--- config.mk ---
export PLATFORM = sky130hd
export DESIGN_NAME = dacpc_top
export DESIGN_NICKNAME = d
export VERILOG_FILES = /design/src/shared/dacpc_pkg.sv /design/src/hw/dacpc_sync.sv /design/src/hw/dacpc_phase_track.sv /design/src/hw/dacpc_top.sv
export VERILOG_INCLUDE_DIRS = /design/src /design/src/shared
export SDC_FILE = /design/constraint.sdc
export NUM_CORES = 1
export LEC_CHECK = 0
export ABC_AREA = 0
export BUFFER_PORTS_ARGS = -buffer_cell sky130_fd_sc_hd__buf_4
export CAP_MARGIN = 20
export CORE_MARGIN = 1
export CORE_UTILIZATION = 53
export DETAILED_ROUTE_END_ITERATION = 6
export PLACE_DENSITY = 0.72
export SYNTH_ARGS = -nofsm -noshare
export SYNTH_HDL_FRONTEND = slang
export SYNTH_SLANG_ARGS = --single-unit
export TNS_END_PERCENT = 1
--- constraint.sdc ---
create_clock -name i_clk -period 15.69 [get_ports i_clk]
set_input_delay 0 -clock i_clk [delete_from_list [all_inputs] [get_ports i_clk]]
set_output_delay 0 -clock i_clk [all_outputs]
set_load 0.05 [all_outputs]
--- src/shared/dacpc_map.svh ---
// offsets, field positions, reset values and counts of the converter control
// assumes an APB slave with byte addresses and 32-bit data
`ifndef DACPC_MAP_SVH
`define DACPC_MAP_SVH
`define DACPC_ADDR_W          12
`define DACPC_ADDR_CTRL       12'h000
`define DACPC_ADDR_STATUS     12'h004
`define DACPC_CTRL_RESET      6'h00
`define DACPC_CTRL_W          6
`define DACPC_ST_CAL_RUN      0
`define DACPC_ST_PWR_DOWN     1
`define DACPC_ST_Q_DOWN       2
`define DACPC_ST_Q_CAL_OK     3
`define DACPC_ST_DES          4
`define DACPC_ST_TRIM_LSB     8
`define DACPC_PIPE_DEPTH      14
`define DACPC_PRI_TAP         12
`define DACPC_DLY_TAP         13
`define DACPC_CAL_PIN_CYCLES  8'h50
`define DACPC_PWRUP_SHORT     32'h0200_0000
`define DACPC_PWRUP_LONG      32'h8000_0000
`define DACPC_CAL_LEN         32'h0000_0400
`define DACPC_TRIM_MID        6'h20
`define DACPC_ACC_LIMIT       8'h10
`endif

--- src/shared/dacpc_pkg.sv ---
// types shared by the converter control files
// assumes dacpc_map.svh for all numeric values
package dacpc_pkg;
  typedef struct packed {
    logic out_level;
    logic out_edge;
    logic ddr;
    logic bg_en;
    logic des_q_sel;
    logic des_en;
  } dacpc_cfg_t;

  typedef struct packed {
    logic       sample_clk;
    logic [7:0] i_sample;
    logic [7:0] q_sample;
    logic       ext_control;
    logic       output_edge_select;
    logic       output_edge_float;
    logic       output_level_select;
    logic       des_select;
    logic       power_down_input;
    logic       q_power_down_input;
    logic       cal_input;
    logic       power_up_delay_select;
  } dacpc_pins_t;

  typedef struct packed {
    logic [7:0] i_primary_bus;
    logic [7:0] i_delayed_bus;
    logic [7:0] q_primary_bus;
    logic [7:0] q_delayed_bus;
  } dacpc_bus_t;

  typedef enum logic [1:0] {
    DACPC_ST_DELAY,
    DACPC_ST_IDLE,
    DACPC_ST_CAL
  } dacpc_cal_st_t;
endpackage : dacpc_pkg

--- src/hw/dacpc_sync.sv ---
// two-stage synchroniser for a group of pin inputs
// assumes inputs are asynchronous to i_clk
`timescale 1ns/100ps
`default_nettype none
module dacpc_sync #(
  parameter int W = 1
) (
  input  wire logic         i_clk,
  input  wire logic         i_rst,
  input  wire logic [W-1:0] i_async,
  output var  logic [W-1:0] o_sync
);
  logic [W-1:0] meta_reg;

  always_ff @(posedge i_clk or posedge i_rst)
  begin
    if (i_rst)
    begin
      meta_reg <= '0;
      o_sync   <= '0;
    end
    else
    begin
      meta_reg <= i_async;
      o_sync   <= meta_reg;
    end
  end
endmodule : dacpc_sync
`default_nettype wire

--- src/hw/dacpc_phase_track.sv ---
// background tracker of the rise/fall converter clock phase
// assumes a one-cycle strobe per sample-clock period
`timescale 1ns/100ps
`include "dacpc_map.svh"
`default_nettype none
module dacpc_phase_track (
  input  wire logic       i_clk,
  input  wire logic       i_rst,
  input  wire logic       i_enable,
  input  wire logic       i_strobe,
  input  wire logic [7:0] i_rise_sample,
  input  wire logic [7:0] i_fall_sample,
  output var  logic [5:0] o_trim
);
  logic signed [7:0] acc_reg;
  logic              rise_high;

  assign rise_high = i_rise_sample > i_fall_sample;

  // a persistent bias between the two halves walks the trim one step
  always_ff @(posedge i_clk or posedge i_rst)
  begin
    if (i_rst)
    begin
      acc_reg <= '0;
      o_trim  <= `DACPC_TRIM_MID;
    end
    else if (i_enable && i_strobe)
    begin
      if (acc_reg == $signed(`DACPC_ACC_LIMIT))
      begin
        acc_reg <= '0;
        o_trim  <= o_trim - 6'h01;
      end
      else if (acc_reg == -$signed(`DACPC_ACC_LIMIT))
      begin
        acc_reg <= '0;
        o_trim  <= o_trim + 6'h01;
      end
      else if (rise_high)
        acc_reg <= acc_reg + 8'sh01;
      else
        acc_reg <= acc_reg - 8'sh01;
    end
  end
endmodule : dacpc_phase_track
`default_nettype wire

--- src/hw/dacpc_top.sv ---
// output demultiplexing, output clocking, power-down and calibration control
// assumes pins asynchronous to i_clk, sample clock well below i_clk / 4
//
// Notes on behaviour
// - in dual-edge mode one converter samples on rise, other on fall
// - dual-edge outputs form 1:4 demux, order delayed-Q, delayed-I, Q, I
// - normal mode primary buses at 13 cycles, delayed buses at 14
// - dual-edge Q buses carry rise samples at 13.5 and 14.5 cycles
// - pin control samples I in dual-edge; register control picks input
// - optional background tracking of I/Q clock phase in dual-edge mode
// - single rate, edge select high moves data on clock rise, else fall
// - single rate clock equals word rate; double rate half, both edges
// - under pin control a floating edge select chooses double rate
// - power-down high holds output buses at last conversion
// - Q power-down stops only Q; I channel keeps running
// - power-down during calibration waits for calibration to finish
// - power-down high at power-up holds off power-up delay and calibration
// - calibration request while powered down is dropped, not remembered
// - calibration runs with Q down but skips Q; recalibrate before Q use
// - calibration running output high during every calibration
// - power-up delay before calibration is 2^25 or 2^31 sample cycles
//
// The address map and the APB interface to the registers were decided locally.
`timescale 1ns/100ps
`include "dacpc_map.svh"
`default_nettype none
module dacpc_top #(
  parameter logic [31:0] P_PWRUP_SHORT = `DACPC_PWRUP_SHORT,
  parameter logic [31:0] P_PWRUP_LONG  = `DACPC_PWRUP_LONG,
  parameter logic [31:0] P_CAL_LEN     = `DACPC_CAL_LEN
) (
  input  wire logic                     i_clk,
  input  wire logic                     i_rst,
  input  wire logic                     i_psel,
  input  wire logic                     i_penable,
  input  wire logic                     i_pwrite,
  input  wire logic [`DACPC_ADDR_W-1:0] i_paddr,
  input  wire logic [31:0]              i_pwdata,
  output var  logic [31:0]              o_prdata,
  output var  logic                     o_pready,
  output var  logic                     o_pslverr,
  input  wire dacpc_pkg::dacpc_pins_t   i_pins,
  output var  dacpc_pkg::dacpc_bus_t    o_buses,
  output var  logic                     o_forwarded_data_clock,
  output var  logic                     o_output_level_select,
  output var  logic                     o_calibration_running,
  output var  logic [5:0]               o_phase_trim
);
  dacpc_pkg::dacpc_pins_t  pin_s;
  dacpc_pkg::dacpc_cfg_t   ctrl_reg;
  dacpc_pkg::dacpc_cal_st_t st_reg;
  logic        sclk_d_reg;
  logic        fall_ev;
  logic        rise_ev;
  logic        des;
  logic        sel_q;
  logic        ddr;
  logic        out_edge;
  logic        bg_en;
  logic        pwr_off_reg;
  logic        q_down;
  logic        q_cal_ok_reg;
  logic [31:0] cnt_reg;
  logic [31:0] pwrup_lim;
  logic [7:0]  low_cnt_reg;
  logic [7:0]  high_cnt_reg;
  logic        cal_req;
  logic [7:0]  rise_hold_reg;
  logic [7:0]  i_in;
  logic [7:0]  q_in;
  logic [7:0]  pipe_i [`DACPC_PIPE_DEPTH];
  logic [7:0]  pipe_q [`DACPC_PIPE_DEPTH];
  logic [5:0]  trim;
  logic        apb_done;
  logic [31:0] status_word;

  dacpc_sync #(
    .W ($bits(dacpc_pkg::dacpc_pins_t))
  ) u_sync (
    .i_clk   (i_clk),
    .i_rst   (i_rst),
    .i_async (i_pins),
    .o_sync  (pin_s)
  );

  // edges found on the synchronised sample clock only
  always_ff @(posedge i_clk or posedge i_rst)
  begin
    if (i_rst)
      sclk_d_reg <= 1'b0;
    else
      sclk_d_reg <= pin_s.sample_clk;
  end

  assign fall_ev = sclk_d_reg & ~pin_s.sample_clk;
  assign rise_ev = ~sclk_d_reg & pin_s.sample_clk;

  // pin control or register control, fixed per system
  always_comb
  begin
    if (pin_s.ext_control)
    begin
      des      = ctrl_reg.des_en;
      sel_q    = ctrl_reg.des_q_sel;
      ddr      = ctrl_reg.ddr;
      out_edge = ctrl_reg.out_edge;
      bg_en    = ctrl_reg.bg_en;
    end
    else
    begin
      des      = pin_s.des_select;
      sel_q    = 1'b0;
      ddr      = pin_s.output_edge_float;
      out_edge = pin_s.output_edge_select;
      bg_en    = 1'b1;
    end
  end

  assign q_down    = pin_s.q_power_down_input | pwr_off_reg;
  assign pwrup_lim = (pin_s.power_up_delay_select && !pin_s.ext_control)
                     ? P_PWRUP_LONG : P_PWRUP_SHORT;

  // power-down is taken only outside calibration
  always_ff @(posedge i_clk or posedge i_rst)
  begin
    if (i_rst)
      pwr_off_reg <= 1'b0;
    else if (!pin_s.power_down_input)
      pwr_off_reg <= 1'b0;
    else if (st_reg != dacpc_pkg::DACPC_ST_CAL)
      pwr_off_reg <= 1'b1;
  end

  // command detector counts sample-clock periods; cleared while powered
  // down so nothing half-seen survives into the active state
  always_ff @(posedge i_clk or posedge i_rst)
  begin
    if (i_rst)
    begin
      low_cnt_reg  <= '0;
      high_cnt_reg <= '0;
    end
    else if (pwr_off_reg || pin_s.power_down_input)
    begin
      low_cnt_reg  <= '0;
      high_cnt_reg <= '0;
    end
    else if (fall_ev)
    begin
      if (!pin_s.cal_input)
      begin
        high_cnt_reg <= '0;
        if (low_cnt_reg != `DACPC_CAL_PIN_CYCLES)
          low_cnt_reg <= low_cnt_reg + 8'h01;
      end
      else if (low_cnt_reg == `DACPC_CAL_PIN_CYCLES)
      begin
        if (cal_req)
        begin
          low_cnt_reg  <= '0;
          high_cnt_reg <= '0;
        end
        else
          high_cnt_reg <= high_cnt_reg + 8'h01;
      end
      else
        low_cnt_reg <= '0;
    end
  end

  // pin gate too: the request must not slip in while power-down settles
  assign cal_req = fall_ev && pin_s.cal_input && !pwr_off_reg
                   && !pin_s.power_down_input
                   && low_cnt_reg == `DACPC_CAL_PIN_CYCLES
                   && high_cnt_reg == `DACPC_CAL_PIN_CYCLES - 8'h01;

  // power-up delay, then calibration; counts sample-clock periods
  always_ff @(posedge i_clk or posedge i_rst)
  begin
    if (i_rst)
    begin
      st_reg                <= dacpc_pkg::DACPC_ST_DELAY;
      cnt_reg               <= '0;
      o_calibration_running <= 1'b0;
    end
    else
    begin
      case (st_reg)
        dacpc_pkg::DACPC_ST_DELAY:
        begin
          if (fall_ev && !pin_s.power_down_input)
          begin
            if (cnt_reg == pwrup_lim - 32'h1)
            begin
              cnt_reg               <= '0;
              st_reg                <= dacpc_pkg::DACPC_ST_CAL;
              o_calibration_running <= 1'b1;
            end
            else
              cnt_reg <= cnt_reg + 32'h1;
          end
        end
        dacpc_pkg::DACPC_ST_IDLE:
        begin
          if (cal_req)
          begin
            st_reg                <= dacpc_pkg::DACPC_ST_CAL;
            o_calibration_running <= 1'b1;
          end
        end
        dacpc_pkg::DACPC_ST_CAL:
        begin
          if (fall_ev)
          begin
            if (cnt_reg == P_CAL_LEN - 32'h1)
            begin
              cnt_reg               <= '0;
              st_reg                <= dacpc_pkg::DACPC_ST_IDLE;
              o_calibration_running <= 1'b0;
            end
            else
              cnt_reg <= cnt_reg + 32'h1;
          end
        end
        default:
        begin
          st_reg                <= dacpc_pkg::DACPC_ST_IDLE;
          o_calibration_running <= 1'b0;
        end
      endcase
    end
  end

  // Q trim is only valid from a calibration that ran with Q powered
  always_ff @(posedge i_clk or posedge i_rst)
  begin
    if (i_rst)
      q_cal_ok_reg <= 1'b0;
    else if (pin_s.q_power_down_input)
      q_cal_ok_reg <= 1'b0;
    else if (st_reg == dacpc_pkg::DACPC_ST_CAL && fall_ev
             && cnt_reg == P_CAL_LEN - 32'h1)
      q_cal_ok_reg <= 1'b1;
  end

  // rise-edge converter sample waits half a period for the next fall
  always_ff @(posedge i_clk or posedge i_rst)
  begin
    if (i_rst)
      rise_hold_reg <= '0;
    else if (rise_ev && !q_down)
      rise_hold_reg <= sel_q ? pin_s.q_sample : pin_s.i_sample;
  end

  assign i_in = (des && sel_q) ? pin_s.q_sample : pin_s.i_sample;
  assign q_in = des ? rise_hold_reg : pin_s.q_sample;

  // conversion pipelines, shifted once per sample-clock fall; cleared
  // at reset so stale words never meet freshly reset buses
  always_ff @(posedge i_clk or posedge i_rst)
  begin
    if (i_rst)
    begin
      pipe_i[0] <= '0;
      pipe_q[0] <= '0;
    end
    else
    begin
      if (fall_ev && !pwr_off_reg)
        pipe_i[0] <= i_in;
      if (fall_ev && !q_down)
        pipe_q[0] <= q_in;
    end
  end

  for (genvar k = 1; k < `DACPC_PIPE_DEPTH; k++)
  begin : g_pipe
    always_ff @(posedge i_clk or posedge i_rst)
    begin
      if (i_rst)
      begin
        pipe_i[k] <= '0;
        pipe_q[k] <= '0;
      end
      else
      begin
        if (fall_ev && !pwr_off_reg)
          pipe_i[k] <= pipe_i[k-1];
        if (fall_ev && !q_down)
          pipe_q[k] <= pipe_q[k-1];
      end
    end
  end

  // taps give 13 and 14 periods; frozen buses hold the last conversion
  always_ff @(posedge i_clk or posedge i_rst)
  begin
    if (i_rst)
      o_buses <= '0;
    else if (fall_ev && !pwr_off_reg)
    begin
      o_buses.i_primary_bus <= pipe_i[`DACPC_PRI_TAP];
      o_buses.i_delayed_bus <= pipe_i[`DACPC_DLY_TAP];
      if (!q_down)
      begin
        o_buses.q_primary_bus <= pipe_q[`DACPC_PRI_TAP];
        o_buses.q_delayed_bus <= pipe_q[`DACPC_DLY_TAP];
      end
    end
  end

  // data moves on the fall event; clock phase chosen relative to it
  always_ff @(posedge i_clk or posedge i_rst)
  begin
    if (i_rst)
      o_forwarded_data_clock <= 1'b0;
    else if (ddr)
    begin
      if (fall_ev)
        o_forwarded_data_clock <= ~o_forwarded_data_clock;
    end
    else if (fall_ev)
      o_forwarded_data_clock <= out_edge;
    else if (rise_ev)
      o_forwarded_data_clock <= ~out_edge;
  end

  dacpc_phase_track u_phase (
    .i_clk         (i_clk),
    .i_rst         (i_rst),
    .i_enable      (des && bg_en && !q_down),
    .i_strobe      (fall_ev),
    .i_rise_sample (rise_hold_reg),
    .i_fall_sample (i_in),
    .o_trim        (trim)
  );

  always_ff @(posedge i_clk or posedge i_rst)
  begin
    if (i_rst)
    begin
      o_phase_trim          <= `DACPC_TRIM_MID;
      o_output_level_select <= 1'b0;
    end
    else
    begin
      o_phase_trim          <= trim;
      o_output_level_select <= pin_s.ext_control ? ctrl_reg.out_level
                                                 : pin_s.output_level_select;
    end
  end

  // apb slave: one wait state, answer registered
  assign apb_done = i_psel && i_penable && o_pready;

  always_comb
  begin
    status_word = '0;
    status_word[`DACPC_ST_CAL_RUN]  = o_calibration_running;
    status_word[`DACPC_ST_PWR_DOWN] = pwr_off_reg;
    status_word[`DACPC_ST_Q_DOWN]   = q_down;
    status_word[`DACPC_ST_Q_CAL_OK] = q_cal_ok_reg;
    status_word[`DACPC_ST_DES]      = des;
    status_word[`DACPC_ST_TRIM_LSB +: 6] = trim;
  end

  always_ff @(posedge i_clk or posedge i_rst)
  begin
    if (i_rst)
    begin
      o_pready  <= 1'b0;
      o_pslverr <= 1'b0;
      o_prdata  <= '0;
    end
    else
    begin
      o_pready  <= i_psel && i_penable && !o_pready;
      o_pslverr <= i_psel && i_penable && !o_pready
                   && i_paddr != `DACPC_ADDR_CTRL
                   && i_paddr != `DACPC_ADDR_STATUS;
      if (i_psel && i_penable && !o_pready && !i_pwrite)
      begin
        if (i_paddr == `DACPC_ADDR_CTRL)
          o_prdata <= {26'h0, ctrl_reg};
        else if (i_paddr == `DACPC_ADDR_STATUS)
          o_prdata <= status_word;
        else
          o_prdata <= '0;
      end
    end
  end

  always_ff @(posedge i_clk or posedge i_rst)
  begin
    if (i_rst)
      ctrl_reg <= `DACPC_CTRL_RESET;
    else if (apb_done && i_pwrite && i_paddr == `DACPC_ADDR_CTRL)
      ctrl_reg <= i_pwdata[`DACPC_CTRL_W-1:0];
  end
endmodule : dacpc_top
`default_nettype wire

Yosys cells after proc, flatten, opt, wreduce, memory -nomap -nowiden
Index checks and enable logic that the tools add are counted.
- add/subtract/negate cells: 8
- eq/ne operators: 21
- bitwise gates (word level): 8
- magnitude comparators: 1
- multiplexer cells: 53
- reductions and logical operators: 47
- operators with widths (kind ; count):
    two-way mux 32 bit ; 5
    two-way mux 8 bit ; 17
    one-hot mux 32 bit (2 select lines) ; 1
    adder 32 x 1 -> 32 bit, second input constant ; 1
    == test 32 x 10 -> 1 bit, second input constant ; 1
    == test 32 bit ; 1
    subtractor 32 x 1 -> 32 bit, second input constant ; 1
    two-way mux 14 bit ; 2
    logical AND 1 bit ; 24
    two-way mux 1 bit ; 19
    adder 8 x 1 -> 8 bit, second input constant ; 2
    == test 8 x 7 -> 1 bit, second input constant ; 2
    != test 2 bit, second input constant ; 8
    == test 12 x 3 -> 1 bit, second input constant ; 1
    zero test 12 bit ; 1
    two-way mux 6 bit ; 2
    != test 12 x 3 -> 1 bit, second input constant ; 1
    nonzero test 12 bit ; 1
    two-way mux 2 bit ; 5
    nonzero test 2 bit ; 5
    adder 8 x 2 -> 8 bit, second input constant ; 1
    == test 8 x 5 -> 1 bit, second input constant ; 1
    == test 8 x 6 -> 1 bit, second input constant ; 1
    greater-than comparator 8 bit ; 1
    other kinds (20) ; 34
- register bits after elaboration: 424
- word-level logic and storage cells: 194

Depth between registers and ports, before layout
- depth in word-level cells: 12
- gate-level depth with buffers: 16
- mapped depth without buffers: 15

Hierarchy
Synthesis repeated with hierarchy kept, for this count alone.
- cell total of the unflattened synthesis: 1447
- area, all modules: 16518.3 µm²
- by module, submodules not included (module ; cells each ; area each (µm²) ; times used):
    dacpc_top ; 1268 ; 14010.9 ; 1
    dacpc_sync ; 53 ; 1305.0 ; 1
    dacpc_phase_track ; 126 ; 1202.4 ; 1

Worst setup path before layout
No wires, ideal clock.
- kind: register to register
- from: register u_sync.o_sync[8]
- to: register u_phase.acc_reg[6]
- setup time: 0.124 ns
- stages on the path, launching flop included: 17
- slack: 12.086 ns
- data required time: 15.566 ns
- period minus slack after synthesis: 3.604 ns
- arrival time: 3.480 ns
- cell sequence: dfrtp_1 buf_2 nand3_1 mux2_2 ha_1 nand4_1 nor2b_1 a21bo_2 and2_1 inv_1 fa_1 nor2b_1 o21ai_0 a21boi_0 o21ai_0 and4_1 a211o_1
- word-level cells in the longest chain between the ends: 7
- elaborated cells between the ends (all ways): 12
- those cells by class: 1 x order compare; 7 x mux; 4 x reduce/logical
- RTL lines (item ; line ; source):
    start, declared ; dacpc_sync.sv:11 ; output var logic [W-1:0] o_sync
    start signal, assigned ; dacpc_sync.sv:25 ; o_sync <= meta_reg;
    two-way mux 1 bit ; dacpc_top.sv:101 ; if (pin_s.ext_control)
    logical AND 1 bit * ; dacpc_top.sv:255 ; assign i_in = (des && sel_q) ? pin_s.q_sample : pin_s.i_sample;
    two-way mux 8 bit * ; dacpc_top.sv:255 ;
    via i_in[0] ; dacpc_top.sv:69 ; logic [7:0] i_in;
    greater-than comparator 8 bit * ; dacpc_phase_track.sv:18 ; assign rise_high = i_rise_sample > i_fall_sample;
    two-way mux 8 bit * ; dacpc_phase_track.sv:40 ; else if (rise_high)
    two-way mux 8 bit * ; dacpc_phase_track.sv:35 ; else if (acc_reg == -$signed(`DACPC_ACC_LIMIT))
    two-way mux 8 bit * ; dacpc_phase_track.sv:30 ; if (acc_reg == $signed(`DACPC_ACC_LIMIT))
    end signal, assigned ; dacpc_phase_track.sv:41 ; acc_reg <= acc_reg + 8'sh01;
    end signal, assigned ; dacpc_phase_track.sv:43 ; acc_reg <= acc_reg - 8'sh01;
    end, declared ; dacpc_phase_track.sv:15 ; logic signed [7:0] acc_reg;
The timed path passes the listed nets; every way through them passes the cells marked *.
A chain may end at the register's enable or synchronous reset.

Worst setup path after layout
- from: register u_sync.o_sync[8]
- to: register u_phase.acc_reg[6]
- word-level cells in the longest chain between the ends: 7
- elaborated cells between the ends (all ways): 12
- those cells by class: 1 x order compare; 7 x mux; 4 x reduce/logical
- RTL lines (item ; line):
    two-way mux 1 bit ; dacpc_top.sv:101
    logical AND 1 bit ; dacpc_top.sv:255
    two-way mux 8 bit ; dacpc_top.sv:255
    greater-than comparator 8 bit ; dacpc_phase_track.sv:18
    two-way mux 8 bit ; dacpc_phase_track.sv:40
    two-way mux 8 bit ; dacpc_phase_track.sv:35
    two-way mux 8 bit ; dacpc_phase_track.sv:30
Parallel ways exist; a longest one is shown, timed or not.

==> metrics.csv <==
metric;value;unit
outcome;finished with violations;
failing checks;DRC;
clk buf depth;3;
unrepaired setup endpoints after global routing;no;
Std-Cell Rows;63;
Final Hold Violating Endpoints;0;
CTS tree;built;
total wire length;27.5;mm
Synth Register Bits;403;
Final setup viols;0;
IO Pins;150;
pre-CTS WS;11.39;ns
GRT Total Usage;18.4;%
CTS Buf Count;41;
Post-CTS Setup Inserts;0;
n_diodes;0;
switching power;0.000588;W
placed cells;1884;
Synth Instances;1447;
Switching Share;24.1;%
dominant synthesized flop cell;dfrtp_1;
mean post-synth cell area;11.2;µm²
final worst path period share;28.1;%
Die Y;177;µm
Worst Hold Class;in -> reg;
Clk pwr share;38.4;%
Starting Density;54.3;%
largest register by flop count;pipe_q;
Crit Path Max Fanout;10;
clk root buf;clkbuf_16;
final setup TNS;0;ns
Slowest-stage cell, CP;dfrtp_1;
core area;30000;µm²
Pins Over Slew Limit;0;
DRC Markers;10;
overall die area;31400;µm²
worst setup margin;11.28;ns
layout cell share with drive strength beyond 1;19.6;%
max frequency;227;MHz
most common cell after layout, fill and taps aside;nand2_1;
unique cell type count in the Yosys netlist;61;
CTS Sinks;403;
GP Congestion;0.809;
wire length per cell;13.7;µm
Post-Syn Area;16300;µm²
H-tree lvl count;2;
area added between synthesis and finish;17.0;%
DPL Wire Length;16.6;mm
Largest register FFs;112;
vias;10324;
CP top delay family;simple AND/OR/NAND/NOR gates;
worst endpoint required time;16.10;ns
worst-path cell chain;nand3_1 -> mux2i_1 -> ha_1 -> a21oi_1 -> o21ai_0 -> o21ai_0 -> and2_1 -> inv_1 -> fa_1 -> nor2b_1 -> o21ai_0 -> a21boi_0 -> o21ai_0 -> and4_1 -> a211o_1;
Starting DRT DRC Count;644;
Bufs and invs on worst path;1;
pwr dens;128;nW/µm²
number of global-route vias before repair;10287;
drt pass-1 iters;7;
critical path type;reg -> reg;
CP peak stage delay;0.62;ns
Tmin final;4.41;ns
most frequent cells in the layout;nand2_1 (418), dfrtp_1 (401), mux2_2 (117), buf_4 (112), nor2_1 (63);
worst skew pair latency;0.54;ns
initial antenna violation count;0;
Post-synth EDFFs;0;
Worst setup EP type;flop;
vias per cell;5.16;
Finished Layout Cells;1999;
Yosys warnings;0;
ANT nets after route;0;
Worst VDD drop;0.0735;mV
fin nets;1682;
clock skew;0.0223;ns
sequential area share after synthesis;62.0;%
MaxCap Viol Count;0;
biggest regs;pipe_q: 112 flops, pipe_i: 104 flops;
WP data arrival;4.82;ns
Comb power frac;10.6;%
Buffers on Ports;103;
Slew @ Worst Pin;0.900;ns
Slew HR;40.0;%
GRT overflow;0;
largest net degree at the start of global routing;121;
Worst-path clk slew;0.06;ns
Setup crit start kind;flop;
overall die width;177;µm
Leak Pwr;9.59;nW
ys async rst share;100;%
sequential power share;50.9;%
most frequent CP cell;o21ai_0;
first-pass GRT wire length;48.2;mm
Int Pwr;0.00185;W
[area by class of cell]
cell class | count | area [µm²]
Timing Repair Buffer | 156 | 1320
Fill cell | 2341 | 10900
Sequential cell | 403 | 10100
Clock inverter | 12 | 111
Inverter | 24 | 97.6
Clock buffer | 59 | 1200
Multi-Input combinational cell | 955 | 5730
Tap cell | 390 | 488
[power by group through the flow]
stage / Combinational, W / Sequential (W) / Clock [W]
finish: 0.000260 / 0.00124 / 0.000937
global route: 0.000295 / 0.00126 / 0.00101
global placement: 0.000242 / 0.00125 / 0
floorplan: 0.000208 / 0.00124 / 0
CTS: 0.000262 / 0.00124 / 0.000963
detailed placement: 0.000252 / 0.00126 / 0
[worst reg2reg max path, stage by stage (launching register included)]
cell	delay [ns]
dfrtp_1	0.62
nand3_1	0.53
mux2i_1	0.44
ha_1	0.32
a21oi_1	0.16
o21ai_0	0.11
o21ai_0	0.15
and2_1	0.35
inv_1	0.10
fa_1	0.42
nor2b_1	0.13
o21ai_0	0.10
a21boi_0	0.27
o21ai_0	0.16
and4_1	0.22
a211o_1	0.22
[cells by family after synthesis]
family | share of synthesized area [%]
compound gates | 4.60
xor+xnor | 1.99
fa+ha+maj | 2.09
buf+inv | 3.33
flops | 62.0
mux | 9.88
other cells | 0.0231
simple gates | 16.1
[cell usage after synthesis (8+ instances only)]
| library cell | instances | area share (%) |
|---|---|---|
| o21ai_0 | 29 | 0.89 |
| a21oi_1 | 36 | 1.1 |
| nand2_1 | 419 | 9.7 |
| mux2_2 | 117 | 8.1 |
| xnor2_1 | 21 | 1.1 |
| nand4_1 | 15 | 0.58 |
| xor2_1 | 16 | 0.86 |
| nor4_1 | 8 | 0.31 |
| buf_4 | 28 | 1.3 |
| nor2b_1 | 10 | 0.38 |
| a22o_1 | 8 | 0.43 |
| nor3_1 | 10 | 0.31 |
| nor2_1 | 63 | 1.5 |
| nand3_1 | 29 | 0.89 |
| clkbuf_1 | 45 | 1.0 |
| and3_1 | 10 | 0.38 |
| o31ai_1 | 8 | 0.37 |
| mux2i_1 | 21 | 1.3 |
| dfrtp_1 | 401 | 62 |
| a31oi_1 | 11 | 0.42 |
| ha_1 | 24 | 1.8 |
| inv_1 | 24 | 0.55 |
[what timing repair did]
item | CTS | global route
endpoints found under the hold margin | 155 | 0
endpoints found under the setup margin | 0 | 0
resized for setup | 0 | 0
hold buffers | 42 | 0
[worst paths after layout]
path | from | to | slack [ns] | cells past startpoint
min reg2reg | u_sync.meta_reg[3] | u_sync.o_sync[3] | 0.34 | 0
max in group asynchronous | i_rst | u_sync.o_sync[1] | 13.38 | 5
max reg2reg | u_sync.o_sync[8] | u_phase.acc_reg[6] | 11.28 | 15
min | i_paddr[4] | o_prdata[4] | 0.08 | 4
max | u_sync.o_sync[8] | u_phase.acc_reg[6] | 11.28 | 15
min in group asynchronous | i_rst | pipe_q[0] | 0.17 | 3
[stage by stage]
stage	power [W]	util (%)	hold WS [ns]	cell area [µm²]
2_1_floorplan	0.00145	-	0.0314	16300
3_3_place_gp	0.00150	57.6	0.110	17200
3_5_place_dp	0.00151	57.6	0.111	17200
4_1_cts	0.00247	63.3	0.0649	19000
5_1_grt	0.00256	63.5	0.107	19000
6_report	0.00244	63.5	0.0833	19000
[metal layers]
layer / wire length [µm] / GRT usage [%] / vias up
met5: 0 / 0 / -
met4: 669 / 6.14 / 0
met3: 875 / 3.07 / 54
met2: 13200 / 29.7 / 169
met1: 12800 / 25.5 / 5066
li1: - / - / 5035
Power figures use the tool's default switching activity.
